$ cat config.mk
export PLATFORM = sky130hd
export DESIGN_NAME = ptm_timer
export DESIGN_NICKNAME = d
export VERILOG_FILES = /design/src/design/ptm_pkg.sv /design/src/design/ptm_prescale.sv /design/src/design/ptm_timer.sv
export SDC_FILE = /design/constraint.sdc
export NUM_CORES = 1
export LEC_CHECK = 0
export ABC_AREA = 1
export CAP_MARGIN = 20
export CORE_UTILIZATION = 65
export CTS_BUF_LIST = sky130_fd_sc_hd__clkbuf_8
export CTS_CLUSTER_DIAMETER = 200
export DETAILED_ROUTE_END_ITERATION = 8
export DONT_BUFFER_PORTS = 1
export GPL_ROUTABILITY_DRIVEN = 0
export PLACE_DENSITY = 0.81
export SLEW_MARGIN = 0
export SYNTH_ARGS = -nofsm -noshare
export SYNTH_HDL_FRONTEND = slang
export SYNTH_SLANG_ARGS = --single-unit
export TNS_END_PERCENT = 10
$ cat constraint.sdc
create_clock -name clk_i -period 4.7 [get_ports clk_i]
set_input_delay 0.47 -clock clk_i [delete_from_list [all_inputs] [get_ports clk_i]]
set_output_delay 0.47 -clock clk_i [all_outputs]
set_load 0.01 [all_outputs]
$ cat src/design/ptm_pkg.sv
// Constants for the paired 16/32-bit timer: register map, field positions, resets, prescale counts.
// Assumes a 32-bit classic Wishbone register bus and one 100 MHz clock.
package ptm_pkg;
  // ==========================================================================
  // Register byte offsets
  localparam logic [7:0] FIRST_CTRL_OFS = 8'h00;
  localparam logic [7:0] SECOND_CTRL_OFS = 8'h04;
  localparam logic [7:0] FIRST_COUNT_OFS = 8'h08;
  localparam logic [7:0] SECOND_COUNT_OFS = 8'h0C;
  localparam logic [7:0] FIRST_PERIOD_OFS = 8'h10;
  localparam logic [7:0] SECOND_PERIOD_OFS = 8'h14;
  localparam logic [7:0] FLAG_OFS = 8'h18;
  localparam logic [7:0] IRQ_CFG_OFS = 8'h1C;
  // ==========================================================================
  // Control field positions
  localparam int unsigned RUN_BIT = 15;
  localparam int unsigned IDLE_STOP_BIT = 13;
  localparam int unsigned GATE_BIT = 6;
  localparam int unsigned PRESCALE_LSB = 4;
  localparam int unsigned PAIR_BIT = 3;
  localparam int unsigned CLK_SRC_BIT = 1;
  localparam logic [15:0] FIRST_CTRL_MASK = 16'hA07A;
  localparam logic [15:0] SECOND_CTRL_MASK = 16'hA072;
  // Interrupt configuration: enables in bits 1:0, priorities above
  localparam int unsigned FIRST_PRIO_LSB = 4;
  localparam int unsigned SECOND_PRIO_LSB = 8;
  localparam logic [15:0] IRQ_CFG_MASK = 16'h0773;
  // ==========================================================================
  // Reset values
  localparam logic [15:0] CTRL_RESET = 16'h0000;
  localparam logic [15:0] COUNT_RESET = 16'h0000;
  localparam logic [15:0] PERIOD_RESET = 16'hFFFF;
  localparam logic [15:0] IRQ_CFG_RESET = 16'h0000;
  // ==========================================================================
  // Prescaler last count for 1:1, 1:8, 1:64, 1:256
  localparam logic [7:0] PRESCALE_DIV1_LAST = 8'h00;
  localparam logic [7:0] PRESCALE_DIV8_LAST = 8'h07;
  localparam logic [7:0] PRESCALE_DIV64_LAST = 8'h3F;
  localparam logic [7:0] PRESCALE_DIV256_LAST = 8'hFF;
endpackage

$ cat src/design/ptm_prescale.sv
// Input clock prescaler for one timer: passes every Nth input tick as a one-cycle pulse.
// Assumes tick_i is a one-cycle enable in the clk_i domain.
`timescale 1ns/10ps
module ptm_prescale (
  input wire logic clk_i, // System clock
  input wire logic rst_i, // Synchronous reset, active high
  input wire logic clear_i, // Restart the division
  input wire logic tick_i, // Input clock enable
  input wire logic [1:0] sel_i, // Prescale select code
  output logic pulse_o // Divided enable
);
  logic [7:0] cnt_q;
  logic [7:0] last;

  always_comb begin
    unique case (sel_i)
      2'h0: last = ptm_pkg::PRESCALE_DIV1_LAST;
      2'h1: last = ptm_pkg::PRESCALE_DIV8_LAST;
      2'h2: last = ptm_pkg::PRESCALE_DIV64_LAST;
      2'h3: last = ptm_pkg::PRESCALE_DIV256_LAST;
    endcase
  end

  // Compare with >= so a ratio cut on the fly cannot strand the count
  assign pulse_o = tick_i && (cnt_q >= last);

  always_ff @(posedge clk_i) begin
    if (rst_i || clear_i) begin
      cnt_q <= 8'h00;
    end else if (tick_i) begin
      cnt_q <= pulse_o ? 8'h00 : cnt_q + 8'h01;
    end
  end
endmodule // ptm_prescale

$ cat src/design/ptm_timer.sv
// Paired timer: two 16-bit timers, or one 32-bit timer/synchronous counter, behind Wishbone.
// Assumes a single 100 MHz clock; external clock pins are asynchronous and synchronised here.
// Contract
// - Run as two 16-bit timers or one 32-bit timer; no asynchronous counter.
// - Paired: first timer is low half, second timer is high half.
// - Paired: second control register ignored except its idle stop bit; first control and pins steer all.
// - Paired period match raises second timer's flag, enable and priority.
// - Paired period is second period (high) joined with first period (low).
// - Paired live count sits in both count registers, second holds high word.
// - Gate bit 6 accumulates while gate is high, internal clock only.
// - Pair bit 3 joins timers into one 32-bit timer.
// - Clock source bit 1 picks external pin rising edges or instruction clock.
// - Only the paired timer gives the converter trigger.
// - Each 16-bit count is offered as a time base to capture and compare.
// - Count matching period raises the timer's interrupt request.
// - Capture select picks which timer count is stored on capture.
`timescale 1ns/10ps
module ptm_timer (
  input wire logic clk_i, // 100 MHz instruction clock
  input wire logic rst_i, // Synchronous reset, active high
  input wire logic wb_cyc_i, // Wishbone cycle
  input wire logic wb_stb_i, // Wishbone strobe
  input wire logic wb_we_i, // Wishbone write
  input wire logic [7:0] wb_adr_i, // Wishbone byte address
  input wire logic [3:0] wb_sel_i, // Wishbone byte enables
  input wire logic [31:0] wb_dat_i, // Wishbone write data
  output logic [31:0] wb_dat_o, // Wishbone read data
  output logic wb_ack_o, // Wishbone acknowledge
  input wire logic first_ext_clock_pin_i, // First timer clock or gate pin, async
  input wire logic second_ext_clock_pin_i, // Second timer clock or gate pin, async
  input wire logic idle_i, // Device in idle mode
  input wire logic capture_event_i, // Capture strobe from capture logic
  input wire logic capture_timer_select_i, // 1 = first count, 0 = second count
  output logic [15:0] capture_value_o, // Captured count
  output logic first_irq_o, // First timer interrupt request
  output logic second_irq_o, // Second timer interrupt request
  output logic [2:0] first_irq_priority_o, // First timer priority
  output logic [2:0] second_irq_priority_o, // Second timer priority
  output logic adc_trigger_o, // Converter trigger pulse
  output logic [15:0] first_count_o, // Time base from first timer
  output logic [15:0] second_count_o // Time base from second timer
);
  // ==========================================================================
  // Registers
  logic [15:0] ctrl_q [2];
  logic [15:0] cnt_q [2];
  logic [15:0] per_q [2];
  logic [1:0] flag_q;
  logic [15:0] irq_cfg_q;
  logic [1:0] sync1_q;
  logic [1:0] sync2_q;
  logic [1:0] pin_prev_q;
  logic ack_q;
  logic [31:0] rdata_q;
  logic adc_q;
  logic [1:0] irq_q;
  logic [15:0] cap_q;

  logic pair;
  logic [15:0] ctrl_eff [2];
  logic [1:0] pin_lvl;
  logic [1:0] pin_rise;
  logic [1:0] run;
  logic [1:0] tick_in;
  logic [1:0] tick;
  logic [1:0] match16;
  logic match32;
  logic [1:0] set_flag;
  logic [1:0] cnt_wr;
  logic bus_req;
  logic bus_wr;
  logic [31:0] rdata_d;

  assign pair = ctrl_q[0][ptm_pkg::PAIR_BIT];

  // ==========================================================================
  // Pin synchronisers and per-channel clock selection
  genvar g;
  generate
    for (g = 0; g < 2; g++) begin : g_ch
      always_ff @(posedge clk_i) begin
        if (rst_i) begin
          sync1_q[g] <= 1'b0;
          sync2_q[g] <= 1'b0;
          pin_prev_q[g] <= 1'b0;
        end else begin
          sync1_q[g] <= (g == 0) ? first_ext_clock_pin_i : second_ext_clock_pin_i;
          sync2_q[g] <= sync1_q[g];
          pin_prev_q[g] <= sync2_q[g];
        end
      end

      // Second timer takes the first timer's setup and pin when paired
      assign ctrl_eff[g] = (g == 1 && pair) ? ctrl_q[0] : ctrl_q[g];
      assign pin_lvl[g] = (g == 1 && pair) ? sync2_q[0] : sync2_q[g];
      assign pin_rise[g] = (g == 1 && pair) ? (sync2_q[0] && !pin_prev_q[0]) : (sync2_q[g] && !pin_prev_q[g]);

      // Paired idle stop honours both bits, so software must clear both
      assign run[g] = ctrl_eff[g][ptm_pkg::RUN_BIT] && !(idle_i && (ctrl_eff[g][ptm_pkg::IDLE_STOP_BIT] ||
        (pair && ctrl_q[1][ptm_pkg::IDLE_STOP_BIT])));

      always_comb begin
        if (ctrl_eff[g][ptm_pkg::CLK_SRC_BIT]) begin
          tick_in[g] = run[g] && pin_rise[g];
        end else if (ctrl_eff[g][ptm_pkg::GATE_BIT]) begin
          tick_in[g] = run[g] && pin_lvl[g];
        end else begin
          tick_in[g] = run[g];
        end
      end

      ptm_prescale u_pre (
        .clk_i(clk_i),
        .rst_i(rst_i),
        .clear_i(!run[g]),
        .tick_i(tick_in[g]),
        .sel_i(ctrl_eff[g][ptm_pkg::PRESCALE_LSB +: 2]),
        .pulse_o(tick[g])
      );

      assign match16[g] = (cnt_q[g] == per_q[g]);
    end
  endgenerate

  assign match32 = ({cnt_q[1], cnt_q[0]} == {per_q[1], per_q[0]});

  // ==========================================================================
  // Wishbone slave: one-cycle registered ack, unmapped reads return zero
  assign bus_req = wb_cyc_i && wb_stb_i && !ack_q;
  assign bus_wr = bus_req && wb_we_i;
  assign cnt_wr[0] = bus_wr && (wb_adr_i == ptm_pkg::FIRST_COUNT_OFS);
  assign cnt_wr[1] = bus_wr && (wb_adr_i == ptm_pkg::SECOND_COUNT_OFS);

  function automatic logic [15:0] merge16(input logic [15:0] old, input logic [31:0] dat, input logic [3:0] sel);
    merge16 = {sel[1] ? dat[15:8] : old[15:8], sel[0] ? dat[7:0] : old[7:0]};
  endfunction

  always_comb begin
    rdata_d = 32'h0000_0000;
    unique case (wb_adr_i)
      ptm_pkg::FIRST_CTRL_OFS: rdata_d[15:0] = ctrl_q[0];
      ptm_pkg::SECOND_CTRL_OFS: rdata_d[15:0] = ctrl_q[1];
      ptm_pkg::FIRST_COUNT_OFS: rdata_d[15:0] = cnt_q[0];
      ptm_pkg::SECOND_COUNT_OFS: rdata_d[15:0] = cnt_q[1];
      ptm_pkg::FIRST_PERIOD_OFS: rdata_d[15:0] = per_q[0];
      ptm_pkg::SECOND_PERIOD_OFS: rdata_d[15:0] = per_q[1];
      ptm_pkg::FLAG_OFS: rdata_d[1:0] = flag_q;
      ptm_pkg::IRQ_CFG_OFS: rdata_d[15:0] = irq_cfg_q;
      default: rdata_d = 32'h0000_0000;
    endcase
  end

  always_ff @(posedge clk_i) begin
    if (rst_i) begin
      ack_q <= 1'b0;
      rdata_q <= 32'h0000_0000;
    end else begin
      ack_q <= bus_req;
      rdata_q <= (bus_req && !wb_we_i) ? rdata_d : 32'h0000_0000;
    end
  end

  // ==========================================================================
  // Configuration registers
  always_ff @(posedge clk_i) begin
    if (rst_i) begin
      ctrl_q[0] <= ptm_pkg::CTRL_RESET;
      ctrl_q[1] <= ptm_pkg::CTRL_RESET;
      per_q[0] <= ptm_pkg::PERIOD_RESET;
      per_q[1] <= ptm_pkg::PERIOD_RESET;
      irq_cfg_q <= ptm_pkg::IRQ_CFG_RESET;
    end else if (bus_wr) begin
      unique case (wb_adr_i)
        ptm_pkg::FIRST_CTRL_OFS: ctrl_q[0] <= merge16(ctrl_q[0], wb_dat_i, wb_sel_i) & ptm_pkg::FIRST_CTRL_MASK;
        ptm_pkg::SECOND_CTRL_OFS: ctrl_q[1] <= merge16(ctrl_q[1], wb_dat_i, wb_sel_i) & ptm_pkg::SECOND_CTRL_MASK;
        ptm_pkg::FIRST_PERIOD_OFS: per_q[0] <= merge16(per_q[0], wb_dat_i, wb_sel_i);
        ptm_pkg::SECOND_PERIOD_OFS: per_q[1] <= merge16(per_q[1], wb_dat_i, wb_sel_i);
        ptm_pkg::IRQ_CFG_OFS: irq_cfg_q <= merge16(irq_cfg_q, wb_dat_i, wb_sel_i) & ptm_pkg::IRQ_CFG_MASK;
        default: ;
      endcase
    end
  end

  // ==========================================================================
  // Counters; a software write to a count takes priority over counting
  always_ff @(posedge clk_i) begin
    if (rst_i) begin
      cnt_q[0] <= ptm_pkg::COUNT_RESET;
      cnt_q[1] <= ptm_pkg::COUNT_RESET;
    end else begin
      if (pair) begin
        if (tick[0]) begin
          {cnt_q[1], cnt_q[0]} <= match32 ? 32'h0000_0000 : {cnt_q[1], cnt_q[0]} + 32'h0000_0001;
        end
      end else begin
        for (int i = 0; i < 2; i++) begin
          if (tick[i]) begin
            cnt_q[i] <= match16[i] ? 16'h0000 : cnt_q[i] + 16'h0001;
          end
        end
      end
      for (int i = 0; i < 2; i++) begin
        if (cnt_wr[i]) begin
          cnt_q[i] <= merge16(cnt_q[i], wb_dat_i, wb_sel_i);
        end
      end
    end
  end

  // ==========================================================================
  // Flags, interrupt requests, converter trigger
  assign set_flag[0] = !pair && tick[0] && match16[0];
  assign set_flag[1] = pair ? (tick[0] && match32) : (tick[1] && match16[1]);

  // Set beats a same-cycle write-one-to-clear
  always_ff @(posedge clk_i) begin
    if (rst_i) begin
      flag_q <= 2'h0;
    end else begin
      flag_q <= (flag_q & ~((bus_wr && wb_adr_i == ptm_pkg::FLAG_OFS && wb_sel_i[0]) ? wb_dat_i[1:0] : 2'h0))
        | set_flag;
    end
  end

  always_ff @(posedge clk_i) begin
    if (rst_i) begin
      irq_q <= 2'h0;
      adc_q <= 1'b0;
    end else begin
      irq_q <= flag_q & irq_cfg_q[1:0];
      adc_q <= pair && tick[0] && match32;
    end
  end

  // ==========================================================================
  // Capture of the selected time base
  // Raw count, so a capture on a tick edge stores the value before the step
  always_ff @(posedge clk_i) begin
    if (rst_i) begin
      cap_q <= 16'h0000;
    end else if (capture_event_i) begin
      cap_q <= capture_timer_select_i ? cnt_q[0] : cnt_q[1];
    end
  end

  assign wb_ack_o = ack_q;
  assign wb_dat_o = rdata_q;
  assign first_irq_o = irq_q[0];
  assign second_irq_o = irq_q[1];
  assign first_irq_priority_o = irq_cfg_q[ptm_pkg::FIRST_PRIO_LSB +: 3];
  assign second_irq_priority_o = irq_cfg_q[ptm_pkg::SECOND_PRIO_LSB +: 3];
  assign adc_trigger_o = adc_q;
  assign first_count_o = cnt_q[0];
  assign second_count_o = cnt_q[1];
  assign capture_value_o = cap_q;
endmodule // ptm_timer

After elaboration in Yosys (flattened, before gate mapping). Memories as Yosys holds them, arrays and structs flattened. Cells that the tools add are included.

Multiplexer cells: 57. Bitwise logic cells: 9. $lt $le $gt $ge: 2. Reduce and logical (&&, ||, !) cells: 52. Add/sub/neg operators: 5. Eq/ne operators: 21.

Operators with widths (count): two-way mux 16 bit (10); one-hot mux 14 bit (7 select lines) (1); two-way mux 32 bit (3); two-way mux 8 bit (10); one-hot mux 8 bit (4 select lines) (2); adder 16 x 1 -> 16 bit, second input constant (2); adder 32 x 1 -> 32 bit, second input constant (1); equality test 16 bit (2); equality test 32 bit (1); equality test 8 x 5 -> 1 bit, second input constant (4); two-way mux 7 bit (4); logical AND 1 bit (27); two-way mux 1 bit (25); adder 8 x 1 -> 8 bit, second input constant (2); equality test 8 x 4 -> 1 bit, second input constant (2); >= comparator 8 bit (2); one-hot mux 2 bit (8 select lines) (1); AND reduction 3 bit (4); zero test 1 bit (9); equality test 2 bit, second input constant (4); equality test 8 x 3 -> 1 bit, second input constant (1); zero test 8 bit (1); != test 2 bit, second input constant (4); AND 2 bit (2); 13 further kinds (22).

Logic and storage cells: 169. Memory bits (writable): 46. Input port bits: 54. Output and inout bits: 90. Register bits: 116. Memories kept: 2.

Memories: per_q (depth 2, bits a word 16, read ports 2, clocked after memory_dff 0, write ports 2, line ptm_timer.sv:47) `logic [15:0] per_q [2];`; ctrl_q (depth 2, bits a word 7, read ports 2, clocked after memory_dff 0, write ports 2, line ptm_timer.sv:45) `logic [15:0] ctrl_q [2];`.

Logic depth before layout (Yosys ltp). An unclocked memory read counts as a cell.

Depth after elaboration: 13. Gate-level depth with buffers: 22. Depth with buffers taken out: 20.

Hierarchy. A second synthesis with hierarchy kept.

Cell total of the unflattened synthesis: 1338. Area total of the unflattened synthesis: 9257.6 µm².

By module, submodules not included: ptm_timer (seq. area each 3032.9 µm², cells each 1190, area an instance 8136.6 µm², times used 1); ptm_prescale (seq. area each 160.2 µm², cells each 74, area an instance 560.5 µm², times used 2).

Least setup slack after synthesis. Ideal clock, no wire load.

Kind: input port to flip-flop. Start point: input wb_adr_i[5]. End point: memory per_q[1][8], in the netlist per_q[0][24] (enable). Setup time: 0.375 ns. Required time: 4.325 ns. Data arrival time: 1.859 ns. Buffers on the path: 1. Slack: 2.466 ns. Cell stages on the path: 8. Cells stage by stage: nor2_2 > nand2_1 > nor2_4 > nand2_1 > inv_1 > buf_2 > a21oi_1 > a21oi_1.

RTL lines: from (decl) (line ptm_timer.sv:24) `input wire logic [7:0] wb_adr_i,`; to (decl) (line ptm_timer.sv:47).

==> impl_metrics.json <==
{
  "synth-async-reset-ratio": 0,
  "cts_resized": 0,
  "ys_ff_latch": 145,
  "crit_buf_inv": 1,
  "fp-row-count": 43,
  "grt_setup_unrepaired": "false",
  "numCtsBuffers": 17,
  "synth_edf_count": 45,
  "post-route-drc-count": 0,
  "tightest_slew_ns": 0.984,
  "htreeDepth": 4,
  "cp.arrival_ns": 2.89,
  "vias": 9283,
  "p_leak_nw": 4.31,
  "path_cells": "nor2_2, nand2_1, nor2_4, nand2_1, inv_1, a21oi_1, a21oi_1",
  "start_util": 0.667,
  "crit_required_ns": 4.79,
  "slew_violations": 0,
  "critPathTopFamily": "compound AO/OA/AOI/OAI gates",
  "grt_overflow": 0,
  "r2r_cells": 14,
  "hold_path.class": "in -> reg",
  "clk_latency_ns": 0.47,
  "drt-total-wl_um": 29100,
  "synth_top_flop_cell": "dfxtp_1",
  "ir_drop_uv": 211,
  "r2r-end": "second_count_o[9]$_SDFFE_PP0P_",
  "track_usage": 0.405,
  "ant_nets": 0,
  "clk_pin_slew_worst_paths_ns": 0.08,
  "status": "completed",
  "crit_path_start_kind": "input pin",
  "whs_path_depth": 1,
  "area_growth_pct": 3.79,
  "cts_hold_repair.buffers": 0,
  "syn-cell-area_sq_mm": 0.00925,
  "cap_violations": 0,
  "worstPathMaxFanout": 12,
  "final-hold-violation-count": 0,
  "root_buffer": "clkbuf_8",
  "setup_viol": 0,
  "p_per_area_mw_per_mm2": 269,
  "cts_setup_buffers": 0,
  "critical_path.max_stage_delay_ns": 0.77,
  "period_share": 0.595,
  "via_per_inst": 6.14,
  "grt_pass1_vias": 8323,
  "worstHoldStart": "rst_i",
  "yosysSeqAreaShare": 0.362,
  "regArea_sq_mm": 0.00335,
  "cts_tree": "yes",
  "fill_cells": 1185,
  "drt_iter0_drc": 1473,
  "drive_above_1_share": 0.0579,
  "synth_cells": 1347,
  "die-area_sq_mm": 0.0147,
  "die_w_um": 121,
  "wl_per_cell_um": 19.2,
  "worstHoldEndpoint": "flag_q[0]$_SDFF_PP0_",
  "dpl.hpwl_um": 21200,
  "nets": 1388,
  "worstReg2RegStart": "second_count_o[0]$_SDFFE_PP0P_",
  "post_layout_nonfiller_instances": 1511,
  "grt_start_max_net_pins": 33,
  "reg2reg_slack_ns": 1.90,
  "crit_type": "in -> reg",
  "design_area_sq_mm": 0.00960,
  "tns_ns": 0,
  "design.core.area_sq_mm": 0.0139,
  "crit_path_end_kind": "register",
  "power.total_mw": 2.58,
  "dr.pass1.iters": 8,
  "die_h_um": 121,
  "antennaDiodeCount": 0,
  "clockBufferDepth": 2,
  "relSlewSlack": 0.343,
  "grt_pass1_wl_um": 44500,
  "finClkSkew_ns": 0.0134,
  "cts_sinks": 145,
  "pin_count": 144,
  "period_needed_ns": 2.80,
  "max_freq_ghz": 0.358,
  "multi_input_area_sq_mm": 0.00478,
  "place_area_sq_mm": 0.00920,
  "synth_area_per_cell_sq_um": 6.87,
  "dp_cells": 1479,
  "yosysUniqueCellTypes": 48,
  "antenna_found_initial": 0,
  "worst_path_max_delay_cell": "a21oi_1",
  "ys.warnings.count": 0,
  "io_buffers": 0
}
## cells in the final DEF, fill, tap and decap left out, types with 23 or more instances in the layout
cell	instances
a21oi_1	27
dfxtp_1	100
edfxtp_1	45
inv_1	194
nand2_1	364
nand3_1	70
nand4_1	33
nor2_1	183
nor3_1	23
o211ai_1	35
o21ai_0	34
xor2_1	30
## power breakdown
group / total [mW] / internal [mW] / switching (mW) / leakage, nW
logic: 0.191 / 0.0575 / 0.133 / 2.92
clock network: 1.03 / 0.521 / 0.509 / 0.206
registers: 1.36 / 1.31 / 0.0468 / 1.19
## kinds of logic after synthesis
group                    share of synthesized area
AND/OR/NAND/NOR                              0.335
AO/OA/AOI/OAI                                0.105
flip-flops                                   0.362
XOR/XNOR                                    0.0483
buffers and inverters                        0.127
adder cells (fa/ha/maj)                     0.0216
other                                     0.000405
## routing by layer
layer  share of wire  wire (um)  up-vias  global-route usage
li1                -          -     4231                   -
met1            0.38      11100     4134               0.540
met2            0.40      11700      753               0.562
met3            0.16       4610      165               0.154
met4           0.057       1660        0               0.211
met5               0          0        -                   0
## synthesized netlist by cell type (15+ instances only)
master | count | share of area
buf_4 | 25 | 0.020
dfxtp_1 | 100 | 0.22
nand2_1 | 364 | 0.15
o21ai_0 | 34 | 0.018
xnor2_1 | 21 | 0.020
clkbuf_1 | 15 | 0.0061
a21oi_1 | 27 | 0.015
ha_1 | 16 | 0.022
nor2_1 | 183 | 0.074
nor3_1 | 23 | 0.012
o211ai_1 | 35 | 0.028
nand4_1 | 33 | 0.022
inv_1 | 191 | 0.077
edfxtp_1 | 45 | 0.15
nand3_1 | 70 | 0.038
buf_2 | 17 | 0.0092
xor2_1 | 30 | 0.028
## worst register-to-register path: stages (launching register included)
cell     delay (ns)
dfxtp_1        0.67
inv_2          0.22
nand2_1        0.10
nand2_1        0.05
nor2_1         0.21
inv_1          0.07
nor2_1         0.11
nand2_1        0.08
nor2_2         0.14
nand2_1        0.36
buf_16         0.31
nand3_1        0.09
nand2_1        0.07
nor2_1         0.13
nor2_1         0.06
## through the flow
stage,util,hold slack [ns],setup slack [ns]
6_report,0.692,0.0592,1.90
5_1_grt,0.692,0.0353,1.74
4_1_cts,0.692,0.0497,2.07
3_5_place_dp,0.663,0.393,1.61
3_3_place_gp,0.659,0.392,1.71
2_1_floorplan,-,0.388,2.47
## sequential cells by signal, summed over array words and instances, names as in the netlist
signal	count
per_q	32
wb_ack_o	1
g_ch.u_pre.cnt_q	16
pin_lvl	1
pin_prev_q	2
flag_q	2
irq_q	2
first_count_o	16
ctrl_q	13
irq_cfg_q	8
wb_dat_o	16
adc_trigger_o	1
second_count_o	16
sync2_q	1
capture_value_o	16
sync1_q	2
## layout make-up
cell class                      instances  area share
Clock inverter                         15      0.0176
Tap cell                              180      0.0235
Sequential cell                       145       0.349
Clock buffer                           17      0.0244
Multi-Input combinational cell        947       0.498
Timing Repair Buffer                    5     0.00808
Inverter                              202      0.0797
## how the worst max path moves through the flow
stage	startpoint	endpoint	slack, ns	depth (start not counted)
floorplan	wb_adr_i[5]	per_q[0][24]$_SDFFCE_PP1P_	2.47	8
global placement	wb_adr_i[5]	per_q[0][18]$_SDFFCE_PP1P_	1.71	7
detailed placement	wb_adr_i[5]	per_q[0][27]$_SDFFCE_PP1P_	1.61	7
CTS	second_count_o[0]$_SDFFE_PP0P_	second_count_o[9]$_SDFFE_PP0P_	2.07	14
global route	second_count_o[0]$_SDFFE_PP0P_	second_count_o[9]$_SDFFE_PP0P_	1.74	14
finish	wb_adr_i[5]	per_q[0][25]$_SDFFCE_PP1P_	1.90	7
Power figures use the tool's default switching activity.
